--- src/frame_security_pkg.sv ---
// shared types and constants for the frame security policy filter
package frame_security_pkg;

   // security mode codes
   localparam logic [1:0] SEC_MODE_OPEN = 2'h0;
   localparam logic [1:0] SEC_MODE_MIXED = 2'h1;
   localparam logic [1:0] SEC_MODE_STRICT = 2'h2;
   localparam logic [1:0] SEC_MODE_RESERVED = 2'h3;
   localparam logic [1:0] SEC_MODE_RESET = 2'h0;

   // frame class codes, from type and subtype decode upstream
   typedef enum logic [4:0] {
      FC_BEACON = 5'h00,
      FC_IMM_ACK = 5'h01,
      FC_BLOCK_ACK = 5'h02,
      FC_RTS = 5'h03,
      FC_CTS = 5'h04,
      FC_UNUSED_RES_ANNOUNCE = 5'h05,
      FC_UNUSED_RES_RESPONSE = 5'h06,
      FC_APP_CONTROL = 5'h07,
      FC_RES_REQUEST = 5'h08,
      FC_RES_RESPONSE = 5'h09,
      FC_PROBE = 5'h0A,
      FC_PAIRWISE_KEY = 5'h0B,
      FC_GROUP_KEY = 5'h0C,
      FC_RANGE_MEAS = 5'h0D,
      FC_APP_COMMAND = 5'h0E,
      FC_DATA = 5'h0F,
      FC_AGG_DATA = 5'h10
   } frame_class_type;

   // protection requirement of a frame class
   typedef enum logic [1:0] {
      PROT_NEVER = 2'h0,
      PROT_OPTIONAL = 2'h1,
      PROT_ALWAYS = 2'h2
   } prot_req_type;

   // receive discard cause
   typedef enum logic [1:0] {
      DROP_NONE = 2'h0,
      DROP_UNEXPECTED_PROT = 2'h1,
      DROP_MISSING_PROT = 2'h2
   } drop_cause_type;

   localparam int KEY_ID_W = 8;
   localparam int LEN_W = 12;
   localparam logic [LEN_W-1:0] OFFSET_ZERO = 12'h000;

   // transmit request from the frame builder
   typedef struct packed {
      frame_class_type frame_class;
      logic peer_related;
      logic peer_strict;
      logic want_protect;
      logic [KEY_ID_W-1:0] sdu_key_id;
      logic [KEY_ID_W-1:0] pairwise_key_id;
      logic [LEN_W-1:0] payload_len;
      logic [LEN_W-1:0] agg_header_len;
      logic [LEN_W-1:0] app_offset;
      logic [LEN_W-1:0] var_offset;
   } tx_req_type;

   // transmit decision
   typedef struct packed {
      logic protect;
      logic [KEY_ID_W-1:0] key_id;
      logic [LEN_W-1:0] encryption_offset;
   } tx_dec_type;

   // receive header summary
   typedef struct packed {
      frame_class_type frame_class;
      logic protected_frame;
      logic peer_related;
   } rx_req_type;

endpackage

--- src/frame_security_policy_filter.sv ---
// per-frame protection, key and offset policy with receive discard
`timescale 1ns/1ps
`default_nettype none

// Behaviour
// - related peer: drop unprotected must-protect frames
// - data uses key id given with unit
// - protected commands use installed relationship key
// - beacon, acks, rts, cts, unused-reservation: never protected
// - group key commands always protected
// - data and aggregated data always protected
// - other commands and app frames optionally protected
// - key command offsets are zero
// - reservation and ranging offset equals payload length
// - aggregated offset is header plus pad
// - mode 0 sends unprotected, never relates
// - mode 0 discards every protected frame
// - mode 1 unprotected to mode 0, unrelated
// - mode 1 protects related; relates mode 1 only
// - mode 1 answers unrelated commands
// - mode 1 drops protected from unrelated peer
// - mode 1 drops unprotected must-protect from related
// - mode 2 relates only with mode 2
// - mode 2 needs handshake before data
// - mode 2 drops protected from unrelated peer
// - mode 2 drops unprotected must-protect always
// - relationship valid while pairwise key installed
// - advertise mode in beacon parameters
module frame_security_policy_filter
   import frame_security_pkg::*;
(
   // clock and reset
   input wire logic clk_sys_i,
   input wire logic rst_n_i,
   // configuration
   input wire logic [1:0] sec_mode_i,
   input wire logic pairwise_key_installed_i,
   // transmit request
   input wire logic tx_valid_i,
   input wire frame_security_pkg::tx_req_type tx_req_i,
   // transmit decision
   output logic tx_valid_o,
   output frame_security_pkg::tx_dec_type tx_dec_o,
   output logic tx_block_o,
   // relationship policy
   input wire logic peer_mode_valid_i,
   input wire logic [1:0] peer_mode_i,
   output logic relate_allowed_o,
   output logic cmd_answer_unrelated_o,
   // receive decision
   input wire logic rx_valid_i,
   input wire frame_security_pkg::rx_req_type rx_req_i,
   output logic rx_accept_o,
   output logic rx_drop_o,
   output frame_security_pkg::drop_cause_type rx_drop_cause_o,
   // beacon advertisement
   output logic [1:0] beacon_sec_mode_o
);
   import frame_security_pkg::*;

   ////////////////////////////////////////////////////////////////////
   // mode register and classification

   logic [1:0] mode_q;
   logic [1:0] mode_d;
   logic mode_open;
   logic mode_mixed;
   logic mode_strict;
   logic next_mixed;
   logic next_strict;
   prot_req_type tx_req_class;
   prot_req_type rx_req_class;

   // where the offset of a protected frame comes from
   typedef enum logic [2:0] {
      OFS_ZERO = 3'h0,
      OFS_PAYLOAD = 3'h1,
      OFS_AGG_HEADER = 3'h2,
      OFS_APP = 3'h3,
      OFS_VARIABLE = 3'h4
   } offset_src_type;

   offset_src_type tx_offset_src;

   // reserved code folds onto the most restrictive mode
   assign mode_d = (sec_mode_i == SEC_MODE_RESERVED) ? SEC_MODE_STRICT : sec_mode_i;

   always_ff @(posedge clk_sys_i) begin
      if (!rst_n_i) begin
         mode_q <= SEC_MODE_RESET;
      end else begin
         mode_q <= mode_d;
      end
   end

   assign mode_open = (mode_q == SEC_MODE_OPEN);
   assign mode_mixed = (mode_q == SEC_MODE_MIXED);
   assign mode_strict = (mode_q == SEC_MODE_STRICT);
   // next-mode flags let the registered policy outputs move with mode_q
   assign next_mixed = (mode_d == SEC_MODE_MIXED);
   assign next_strict = (mode_d == SEC_MODE_STRICT);

   function automatic prot_req_type class_req(input frame_class_type fc);
      prot_req_type r;
      r = PROT_OPTIONAL;
      case (fc)
         FC_BEACON, FC_IMM_ACK, FC_BLOCK_ACK, FC_RTS, FC_CTS,
         FC_UNUSED_RES_ANNOUNCE, FC_UNUSED_RES_RESPONSE: begin
            r = PROT_NEVER;
         end
         FC_GROUP_KEY: begin
            r = PROT_ALWAYS;
         end
         FC_DATA, FC_AGG_DATA: begin
            r = PROT_ALWAYS;
         end
         default: begin
            r = PROT_OPTIONAL;
         end
      endcase
      return r;
   endfunction

   // encryption offset source of a protected frame, per class
   function automatic offset_src_type class_offset(input frame_class_type fc);
      offset_src_type s;
      s = OFS_ZERO;
      case (fc)
         FC_PAIRWISE_KEY, FC_GROUP_KEY: begin
            s = OFS_ZERO;
         end
         FC_RES_REQUEST, FC_RES_RESPONSE, FC_RANGE_MEAS: begin
            s = OFS_PAYLOAD;
         end
         FC_AGG_DATA: begin
            s = OFS_AGG_HEADER;
         end
         FC_APP_CONTROL, FC_APP_COMMAND: begin
            s = OFS_APP;
         end
         FC_PROBE, FC_DATA: begin
            s = OFS_VARIABLE;
         end
         default: begin
            s = OFS_ZERO;
         end
      endcase
      return s;
   endfunction

   assign tx_req_class = class_req(tx_req_i.frame_class);
   assign rx_req_class = class_req(rx_req_i.frame_class);
   assign tx_offset_src = class_offset(tx_req_i.frame_class);

   ////////////////////////////////////////////////////////////////////
   // relationship policy

   logic tx_related;
   logic rx_related;
   logic relate_d;
   logic answer_d;

   // relationship only counts while the pairwise key is installed
   assign tx_related = tx_req_i.peer_related && pairwise_key_installed_i && !mode_open;
   assign rx_related = rx_req_i.peer_related && pairwise_key_installed_i && !mode_open;

   // taken from the next mode so the outputs change together with mode_q
   always_comb begin
      relate_d = 1'b0;
      if (peer_mode_valid_i) begin
         if (next_mixed) begin
            relate_d = (peer_mode_i == SEC_MODE_MIXED);
         end else if (next_strict) begin
            relate_d = (peer_mode_i == SEC_MODE_STRICT);
         end else begin
            relate_d = 1'b0;
         end
      end
   end

   // unrelated commands are answered only below mode 2
   assign answer_d = !next_strict;

   // reset state matches mode 0: no relating, commands answered
   always_ff @(posedge clk_sys_i) begin
      if (!rst_n_i) begin
         relate_allowed_o <= 1'b0;
      end else begin
         relate_allowed_o <= relate_d;
      end
   end

   always_ff @(posedge clk_sys_i) begin
      if (!rst_n_i) begin
         cmd_answer_unrelated_o <= 1'b1;
      end else begin
         cmd_answer_unrelated_o <= answer_d;
      end
   end

   ////////////////////////////////////////////////////////////////////
   // transmit decision

   tx_dec_type dec_d;
   logic block_d;
   logic protect_d;
   logic tx_is_data;
   logic [KEY_ID_W-1:0] key_d;
   logic [LEN_W-1:0] offset_d;

   // clear unless related and in mode 1 or 2
   always_comb begin
      protect_d = 1'b0;
      if (tx_related && (mode_mixed || mode_strict)) begin
         case (tx_req_class)
            PROT_ALWAYS: protect_d = 1'b1;
            PROT_OPTIONAL: protect_d = tx_req_i.want_protect;
            default: protect_d = 1'b0;
         endcase
      end
   end

   // strict mode moves no data before the handshake completes
   assign block_d = mode_strict && !tx_related && (tx_req_class == PROT_ALWAYS);

   assign tx_is_data = (tx_req_i.frame_class == FC_DATA) || (tx_req_i.frame_class == FC_AGG_DATA);

   always_comb begin
      if (tx_is_data) begin
         key_d = tx_req_i.sdu_key_id;
      end else begin
         key_d = tx_req_i.pairwise_key_id;
      end
   end

   // unprotected frames carry a zero offset
   always_comb begin
      offset_d = OFFSET_ZERO;
      if (protect_d) begin
         case (tx_offset_src)
            OFS_PAYLOAD: offset_d = tx_req_i.payload_len;
            OFS_AGG_HEADER: offset_d = tx_req_i.agg_header_len;
            OFS_APP: offset_d = tx_req_i.app_offset;
            OFS_VARIABLE: offset_d = tx_req_i.var_offset;
            default: offset_d = OFFSET_ZERO;
         endcase
      end
   end

   always_comb begin
      dec_d.protect = protect_d;
      dec_d.key_id = key_d;
      dec_d.encryption_offset = offset_d;
   end

   // one-cycle pulse per request
   always_ff @(posedge clk_sys_i) begin
      if (!rst_n_i) begin
         tx_valid_o <= 1'b0;
      end else begin
         tx_valid_o <= tx_valid_i;
      end
   end

   // decisions hold until the next request
   always_ff @(posedge clk_sys_i) begin
      if (!rst_n_i) begin
         tx_dec_o <= '0;
      end else begin
         if (tx_valid_i) begin
            tx_dec_o <= dec_d;
         end
      end
   end

   always_ff @(posedge clk_sys_i) begin
      if (!rst_n_i) begin
         tx_block_o <= 1'b0;
      end else begin
         if (tx_valid_i) begin
            tx_block_o <= block_d;
         end
      end
   end

   ////////////////////////////////////////////////////////////////////
   // receive filter

   drop_cause_type cause_d;

   logic rx_unexpected;
   logic rx_missing;

   // protection only counts inside a live relationship
   assign rx_unexpected = rx_req_i.protected_frame && (mode_open || !rx_related);
   // must-protect sent clear: any peer in mode 2, related peer in mode 1
   assign rx_missing = !rx_req_i.protected_frame && (rx_req_class == PROT_ALWAYS)
      && (mode_strict || (mode_mixed && rx_related));

   always_comb begin
      cause_d = DROP_NONE;
      if (rx_unexpected) begin
         cause_d = DROP_UNEXPECTED_PROT;
      end else if (rx_missing) begin
         cause_d = DROP_MISSING_PROT;
      end
   end

   // each verdict stands for one cycle
   always_ff @(posedge clk_sys_i) begin
      if (!rst_n_i) begin
         rx_accept_o <= 1'b0;
      end else begin
         rx_accept_o <= rx_valid_i && (cause_d == DROP_NONE);
      end
   end

   always_ff @(posedge clk_sys_i) begin
      if (!rst_n_i) begin
         rx_drop_o <= 1'b0;
      end else begin
         rx_drop_o <= rx_valid_i && (cause_d != DROP_NONE);
      end
   end

   always_ff @(posedge clk_sys_i) begin
      if (!rst_n_i) begin
         rx_drop_cause_o <= DROP_NONE;
      end else begin
         rx_drop_cause_o <= rx_valid_i ? cause_d : DROP_NONE;
      end
   end

   ////////////////////////////////////////////////////////////////////
   // beacon advertisement

   assign beacon_sec_mode_o = mode_q;

endmodule // frame_security_policy_filter

`default_nettype wire

--- config.mk ---
export PLATFORM = sky130hd
export DESIGN_NAME = frame_security_policy_filter
export DESIGN_NICKNAME = d
export VERILOG_FILES = /design/src/frame_security_pkg.sv /design/src/frame_security_policy_filter.sv
export SDC_FILE = /design/constraint.sdc
export NUM_CORES = 1
export LEC_CHECK = 0
export BUFFER_PORTS_ARGS = -buffer_cell sky130_fd_sc_hd__buf_2
export CAP_MARGIN = 20
export CELL_PAD_IN_SITES_DETAIL_PLACEMENT = 0
export CELL_PAD_IN_SITES_GLOBAL_PLACEMENT = 1
export CORE_UTILIZATION = 31
export CTS_CLUSTER_SIZE = 10
export DETAILED_ROUTE_END_ITERATION = 8
export PLACE_DENSITY_LB_ADDON = 0.1
export SLEW_MARGIN = 10
export SYNTH_ARGS = -nofsm -noshare
export SYNTH_HDL_FRONTEND = slang
export SYNTH_SLANG_ARGS = --single-unit
export TNS_END_PERCENT = 1
--- constraint.sdc ---
create_clock -name clk_sys_i -period 2.5 [get_ports clk_sys_i]
set_input_delay 0.5 -clock clk_sys_i [delete_from_list [all_inputs] [get_ports clk_sys_i]]
set_output_delay 0.5 -clock clk_sys_i [all_outputs]
set_load 0.02 [all_outputs]
==> results of run 1 <==
## critical path, stage by stage
cell and delay [ns]:
buf_2 0.09, inv_1 0.05, ha_1 0.28, nand2b_1 0.18, o21ai_0 0.23, ha_1 0.26, nand3b_1 0.15, nor3_1 0.19
buf_4 0.15, nand3_2 0.07, buf_12 0.16, o21ai_1 0.12
## power by group through the flow
stage | Combinational [mW] | Sequential (mW) | Clock [mW]
5_1_grt | 0.319 | 0.517 | 0.562
3_5_place_dp | 0.291 | 0.526 | 0
4_1_cts | 0.292 | 0.515 | 0.536
6_report | 0.288 | 0.515 | 0.513
3_3_place_gp | 0.291 | 0.526 | 0
2_1_floorplan | 0.154 | 0.546 | 0
## registers in the layout, indices dropped and copies added (netlist names)
register	cells
rx_accept_o	1
rx_drop_o	1
cmd_answer_unrelated_o	1
relate_allowed_o	1
rx_drop_cause_o	2
beacon_sec_mode_o	2
tx_block_o	1
tx_dec_o	21
tx_valid_o	1
## logic make-up (layout without fill, tap and decap cells)
kind of cell / count (synthesis) / after routing
AO/OA/AOI/OAI: 63 / 63
adder cells (fa/ha/maj): 9 / 9
buffers and inverters: 24 / 150
flip-flops: 31 / 31
multiplexers: 29 / 29
AND/OR/NAND/NOR: 64 / 64
## path summary, 6_finish.rpt
| path | cells past startpoint | startpoint | end | slack [ns] |
|---|---|---|---|---|
| setup / recovery | 12 | tx_req_i[67] | tx_dec_o[1]$_SDFFE_PN0P_ | 0.29 |
| hold reg to reg | 2 | tx_block_o$_SDFFE_PN0P_ | tx_block_o$_SDFFE_PN0P_ | 0.44 |
| hold / removal | 2 | rx_req_i[1] | rx_accept_o$_SDFF_PN0_ | 0.43 |
| setup reg to reg | 8 | beacon_sec_mode_o[0]$_SDFF_PN0_ | tx_dec_o[1]$_SDFFE_PN0P_ | 0.93 |
## layout make-up
cell class	instances	share of cell area
Clock buffer	6	0.0290
Tap cell	77	0.0338
Clock inverter	2	0.0123
Inverter	11	0.0145
Multi-Input combinational cell	165	0.442
Timing Repair Buffer	131	0.250
Sequential cell	31	0.218
## through the flow
step	power, mW	area (sq um)	instances	util	TNS (ns)
2_1_floorplan	0.700	2030	220	-	0
3_3_place_gp	0.817	2730	415	0.430	0
3_5_place_dp	0.817	2730	415	0.430	-0.470
4_1_cts	1.34	2850	423	0.449	0
5_1_grt	1.40	2850	423	0.449	0
6_report	1.32	2850	423	0.449	0
## cells in the final DEF (no fill, tap or decap), drive strengths merged, types with 7 or more instances in the layout
cell type,instances
o21ai,21
nand2,31
mux2i,16
nand3,7
a21oi,16
ha,9
o211a,8
dfxtp,31
inv,11
buf,131
mux2,13
## per-layer routing
layer	wire length, um	GRT usage	vias up	share of wire
met1	2320	0.181	900	0.44
met3	414	0.0497	8	0.079
met4	77	0.0517	0	0.015
met2	2450	0.274	81	0.47
li1	-	-	1044	-
met5	0	0	-	0
==> out/qor.csv, run 1 <==
metric;value;unit
status;finished clean;
cts_tree;yes;
grt_usage;0.157;
clk_path_buf_depth;2;
synthFlopType;dfxtp_1;
syn_inst;220;
fin_crit_sh;0.884;
regArea;621;sq um
rsz0062_at_grt;false;
cts_resized;0;
maxCapViolations;0;
end_kind;flip-flop;
gp_congestion;0.784;
core_area;6350;sq um
synth_top_area_cell;dfxtp_1;
cts_hold_buf;0;
clkTransAtPathRegs;0.06;ns
cts-root-buf;clkbuf_8;
cts.sinks;31;
port_buffers;118;
cts_made_buffers;5;
synthSimpleGateAreaFrac;0.171;
ant_nets;0;
p_int;0.977;mW
postCtsSetupBuffers;0;
finalSetupViolCount;0;
dpl_worst_slack;-0.0503;ns
comb_power_share;0.219;
hold_ws;0.429;ns
min_period;2.21;ns
ctsHtreeMaxLevel;2;
powerDensity;462;nW/um^2
clock.fmax;453;MHz
synth_adder_area_share;0.0554;
insertedDiodeCount;0;
worst_pin_slew;0.376;ns
syn2layout_area_growth;40.3;%
yosysSeqAreaShare;0.305;
grt-ovfl-total;0;
first_pass_iters;6;
timing.final.hold_violations;0;
yosys_register_bits;31;
synthMuxAreaShare;0.156;
synth-edff-count;0;
nNetsFinal;443;
power_frac_clock;0.390;
grt_max_degree;20;
drt_iter0_markers;52;
p_seq_frac;0.391;
setup_slack;0.291;ns
nFillCells;644;
netSwitchingFraction;0.258;
synth.most_common_cell;dfxtp_1;
leakagePower;1.42;nW
synth_top_family_by_area;compound AO/OA/AOI/OAI gates;
ys_types;48;
synth-xor-area-share;0;
worstSetupStartpointType;primary input;
p_switching;0.339;mW
wl;5.25;mm
fp.dieH;83.0;um
grt_pass1_wl;8.82;mm
critical_path_arrival;2.42;ns
grt_pass1_vias;1991;
vdd_drop_max;0.000250;V
drv_slew;0;
rows;29;
antenna_found_initial;0;
maxSlewHeadroom;0.749;
drive_above_1_share;0.491;
dpl.hpwl;4.28;mm
route.detailed.drc;0;
ys_top_cells_by_count;dfxtp_1 (31), nand2_1 (30), a21oi_1 (16);
synth_area_per_cell;9.24;sq um
synth_top_area_share;0.305;
die_area;6880;sq um
skew;0.00332;ns
cp_data_required_time;2.72;ns
vias;2033;
synth_area_leaders;dfxtp_1 (31%), mux2i_1 (7.4%), ha_1 (5.5%), mux2_2 (5.5%), nand2_1 (5.5%);
hold_class;in -> reg;
synth_nets;318;
async_flop_share;0;
io_pins;120;
start_util;0.320;
via_per_inst;4.81;
cp_max_fo;12;
dieWidth;83.0;um
multi_input_area;1260;sq um
synth.cell_area;2030;sq um
wire_per_inst;12.4;um
path_class;in -> reg;
clk_latency;0.28;ns
yosys_warnings;0;
synth_compound_area_frac;0.233;
Power figures use the tool's default switching activity.
==> run 2: changes to the inputs <==
- REMOVE_ABC_BUFFERS: unset -> 1
==> run 2 against run 1 <==
  * Combinational power about the same
  * Register-to-register slack about the same
  * Worst hold slack worse by 0.0026 ns
  * Fmax down 0.90%
  * Clock power down 3%
  * Sequential share of layout area about the same
  * Cell area about the same
  * Global-route usage up 0.35 points
  * Largest power group unchanged
==> out/qor.csv, run 2 (synthesis results as in run 1) <==
metric;value;unit
max_flop_register;tx_dec_o;
layout_common_cells;buf_2 (118), dfxtp_1 (31), nand2_1 (30);
min_from;peer_mode_valid_i;
hold_path_depth;3;
wl;5.32;mm
wire_per_inst;12.5;um
fp.dieH;83.0;um
fin_crit_sh;0.892;
cts.sinks;31;
p_int;0.952;mW
drv_slew;0;
postCtsSetupBuffers;0;
powerDensity;457;nW/um^2
drive_above_1_share;0.493;
rsz0062_at_grt;false;
syn2layout_area_growth;40.4;%
core_area;6350;sq um
worstSetupStartpointType;primary input;
leakagePower;1.42;nW
clk_latency;0.29;ns
wl_met2;2.53;mm
largest_reg_flops;21;
cts_tree;yes;
cp_data_required_time;2.72;ns
ctsHtreeMaxLevel;2;
power_frac_clock;0.383;
critical_path_arrival;2.45;ns
worst_pin_slew;0.366;ns
insertedDiodeCount;0;
skew;0.00428;ns
netSwitchingFraction;0.270;
wl_met3;368;um
nNetsFinal;444;
dpl.hpwl;4.30;mm
p_switching;0.351;mW
cts_hold_buf;0;
first_pass_iters;4;
gp_congestion;0.748;
r2r-end;tx_dec_o[1]$_SDFFE_PN0P_;
status;finished clean;
via_per_inst;4.83;
grt-ovfl-total;0;
comb_power_share;0.221;
cts_resized;0;
clk_path_buf_depth;2;
grt_usage;0.161;
maxCapViolations;0;
cts_made_buffers;5;
rrSetupSlack;0.93;ns
cp_max_fo;12;
top_layer_used;met4;
ant_nets;0;
dieWidth;83.0;um
r2r_start;beacon_sec_mode_o[1]$_SDFF_PN0_;
rows;29;
path_class;in -> reg;
end_kind;flip-flop;
die_area;6880;sq um
finalSetupViolCount;0;
route.detailed.drc;0;
grt_pass1_vias;2041;
final_common_cell;buf_2;
start_util;0.320;
antenna_found_initial;0;
drt_iter0_markers;32;
grt_max_degree;19;
vias;2048;
grt_pass1_wl;9.04;mm
p_seq_frac;0.396;
timing.final.hold_violations;0;
cts-root-buf;clkbuf_8;
ff2ff_path_depth;8;
wl_met1;2.35;mm
maxSlewHeadroom;0.755;
vdd_drop_max;0.000259;V
hold_class;in -> reg;
fin_area;2850;sq um
clkTransAtPathRegs;0.07;ns
place_area;2740;sq um
min_period;2.23;ns
io_pins;120;
clock.fmax;449;MHz
port_buffers;118;
holdPathEnd;relate_allowed_o$_SDFF_PN0_;
utilization;0.449;
==> run 2: critical path, cell delays in order <==
cell      delay [ns]
buf_2           0.09
inv_1           0.05
ha_1            0.29
nand2b_1        0.17
o21ai_0         0.26
ha_1            0.27
nand3b_1        0.15
nor3_1          0.17
buf_4           0.14
nand3_2         0.07
buf_12          0.16
o21ai_1         0.13
==> run 2: power by group through the flow <==
stage          clock network [mW]  logic (mW)  registers [mW]
2_1_floorplan                   0       0.131           0.546
3_3_place_gp                    0       0.290           0.527
3_5_place_dp                    0       0.292           0.527
4_1_cts                     0.516       0.293           0.516
5_1_grt                     0.539       0.323           0.517
6_report                    0.499       0.289           0.516
==> run 2: metrics by stage <==
stage | hold WS (ns) | power [mW] | setup slack (ns) | setup TNS, ns | cells
5_1_grt | 0.439 | 1.38 | 0.105 | 0 | 424
2_1_floorplan | 0.516 | 0.677 | -0.150 | -1.61 | 207
3_3_place_gp | 0.424 | 0.816 | 0.00710 | 0 | 416
4_1_cts | 0.417 | 1.32 | 0.248 | 0 | 424
3_5_place_dp | 0.434 | 0.819 | -0.0546 | -0.476 | 416
6_report | 0.426 | 1.30 | 0.271 | 0 | 424
==> run 2: final cells by class <==
| cell class | instances | area (sq um) |
|---|---|---|
| clock buffer | 5 | 68.8 |
| clock inverter | 3 | 43.8 |
| fill | 640 | 3500 |
| inverter | 11 | 41.3 |
| multi-input combinational | 165 | 1260 |
| sequential | 31 | 621 |
| tap | 77 | 96.3 |
| timing repair buffer | 132 | 721 |
==> run 2: worst max-delay path by stage <==
stage / from / end / slack [ns] / cells after the start
2_1_floorplan: tx_req_i[67] / tx_dec_o[0]$_SDFFE_PN0P_ / -0.15 / 7
4_1_cts: tx_req_i[67] / tx_dec_o[1]$_SDFFE_PN0P_ / 0.25 / 12
3_5_place_dp: tx_req_i[67] / tx_dec_o[0]$_SDFFE_PN0P_ / -0.05 / 12
3_3_place_gp: tx_req_i[67] / tx_dec_o[0]$_SDFFE_PN0P_ / 0.007 / 12
6_report: tx_req_i[67] / tx_dec_o[1]$_SDFFE_PN0P_ / 0.27 / 12
5_1_grt: tx_req_i[68] / tx_dec_o[1]$_SDFFE_PN0P_ / 0.11 / 12
==> run 2: layer usage <==
layer	track usage	vias up
met1	0.190	914
met3	0.0417	8
li1	-	1047
met5	0	-
met2	0.282	79
met4	0.0517	0
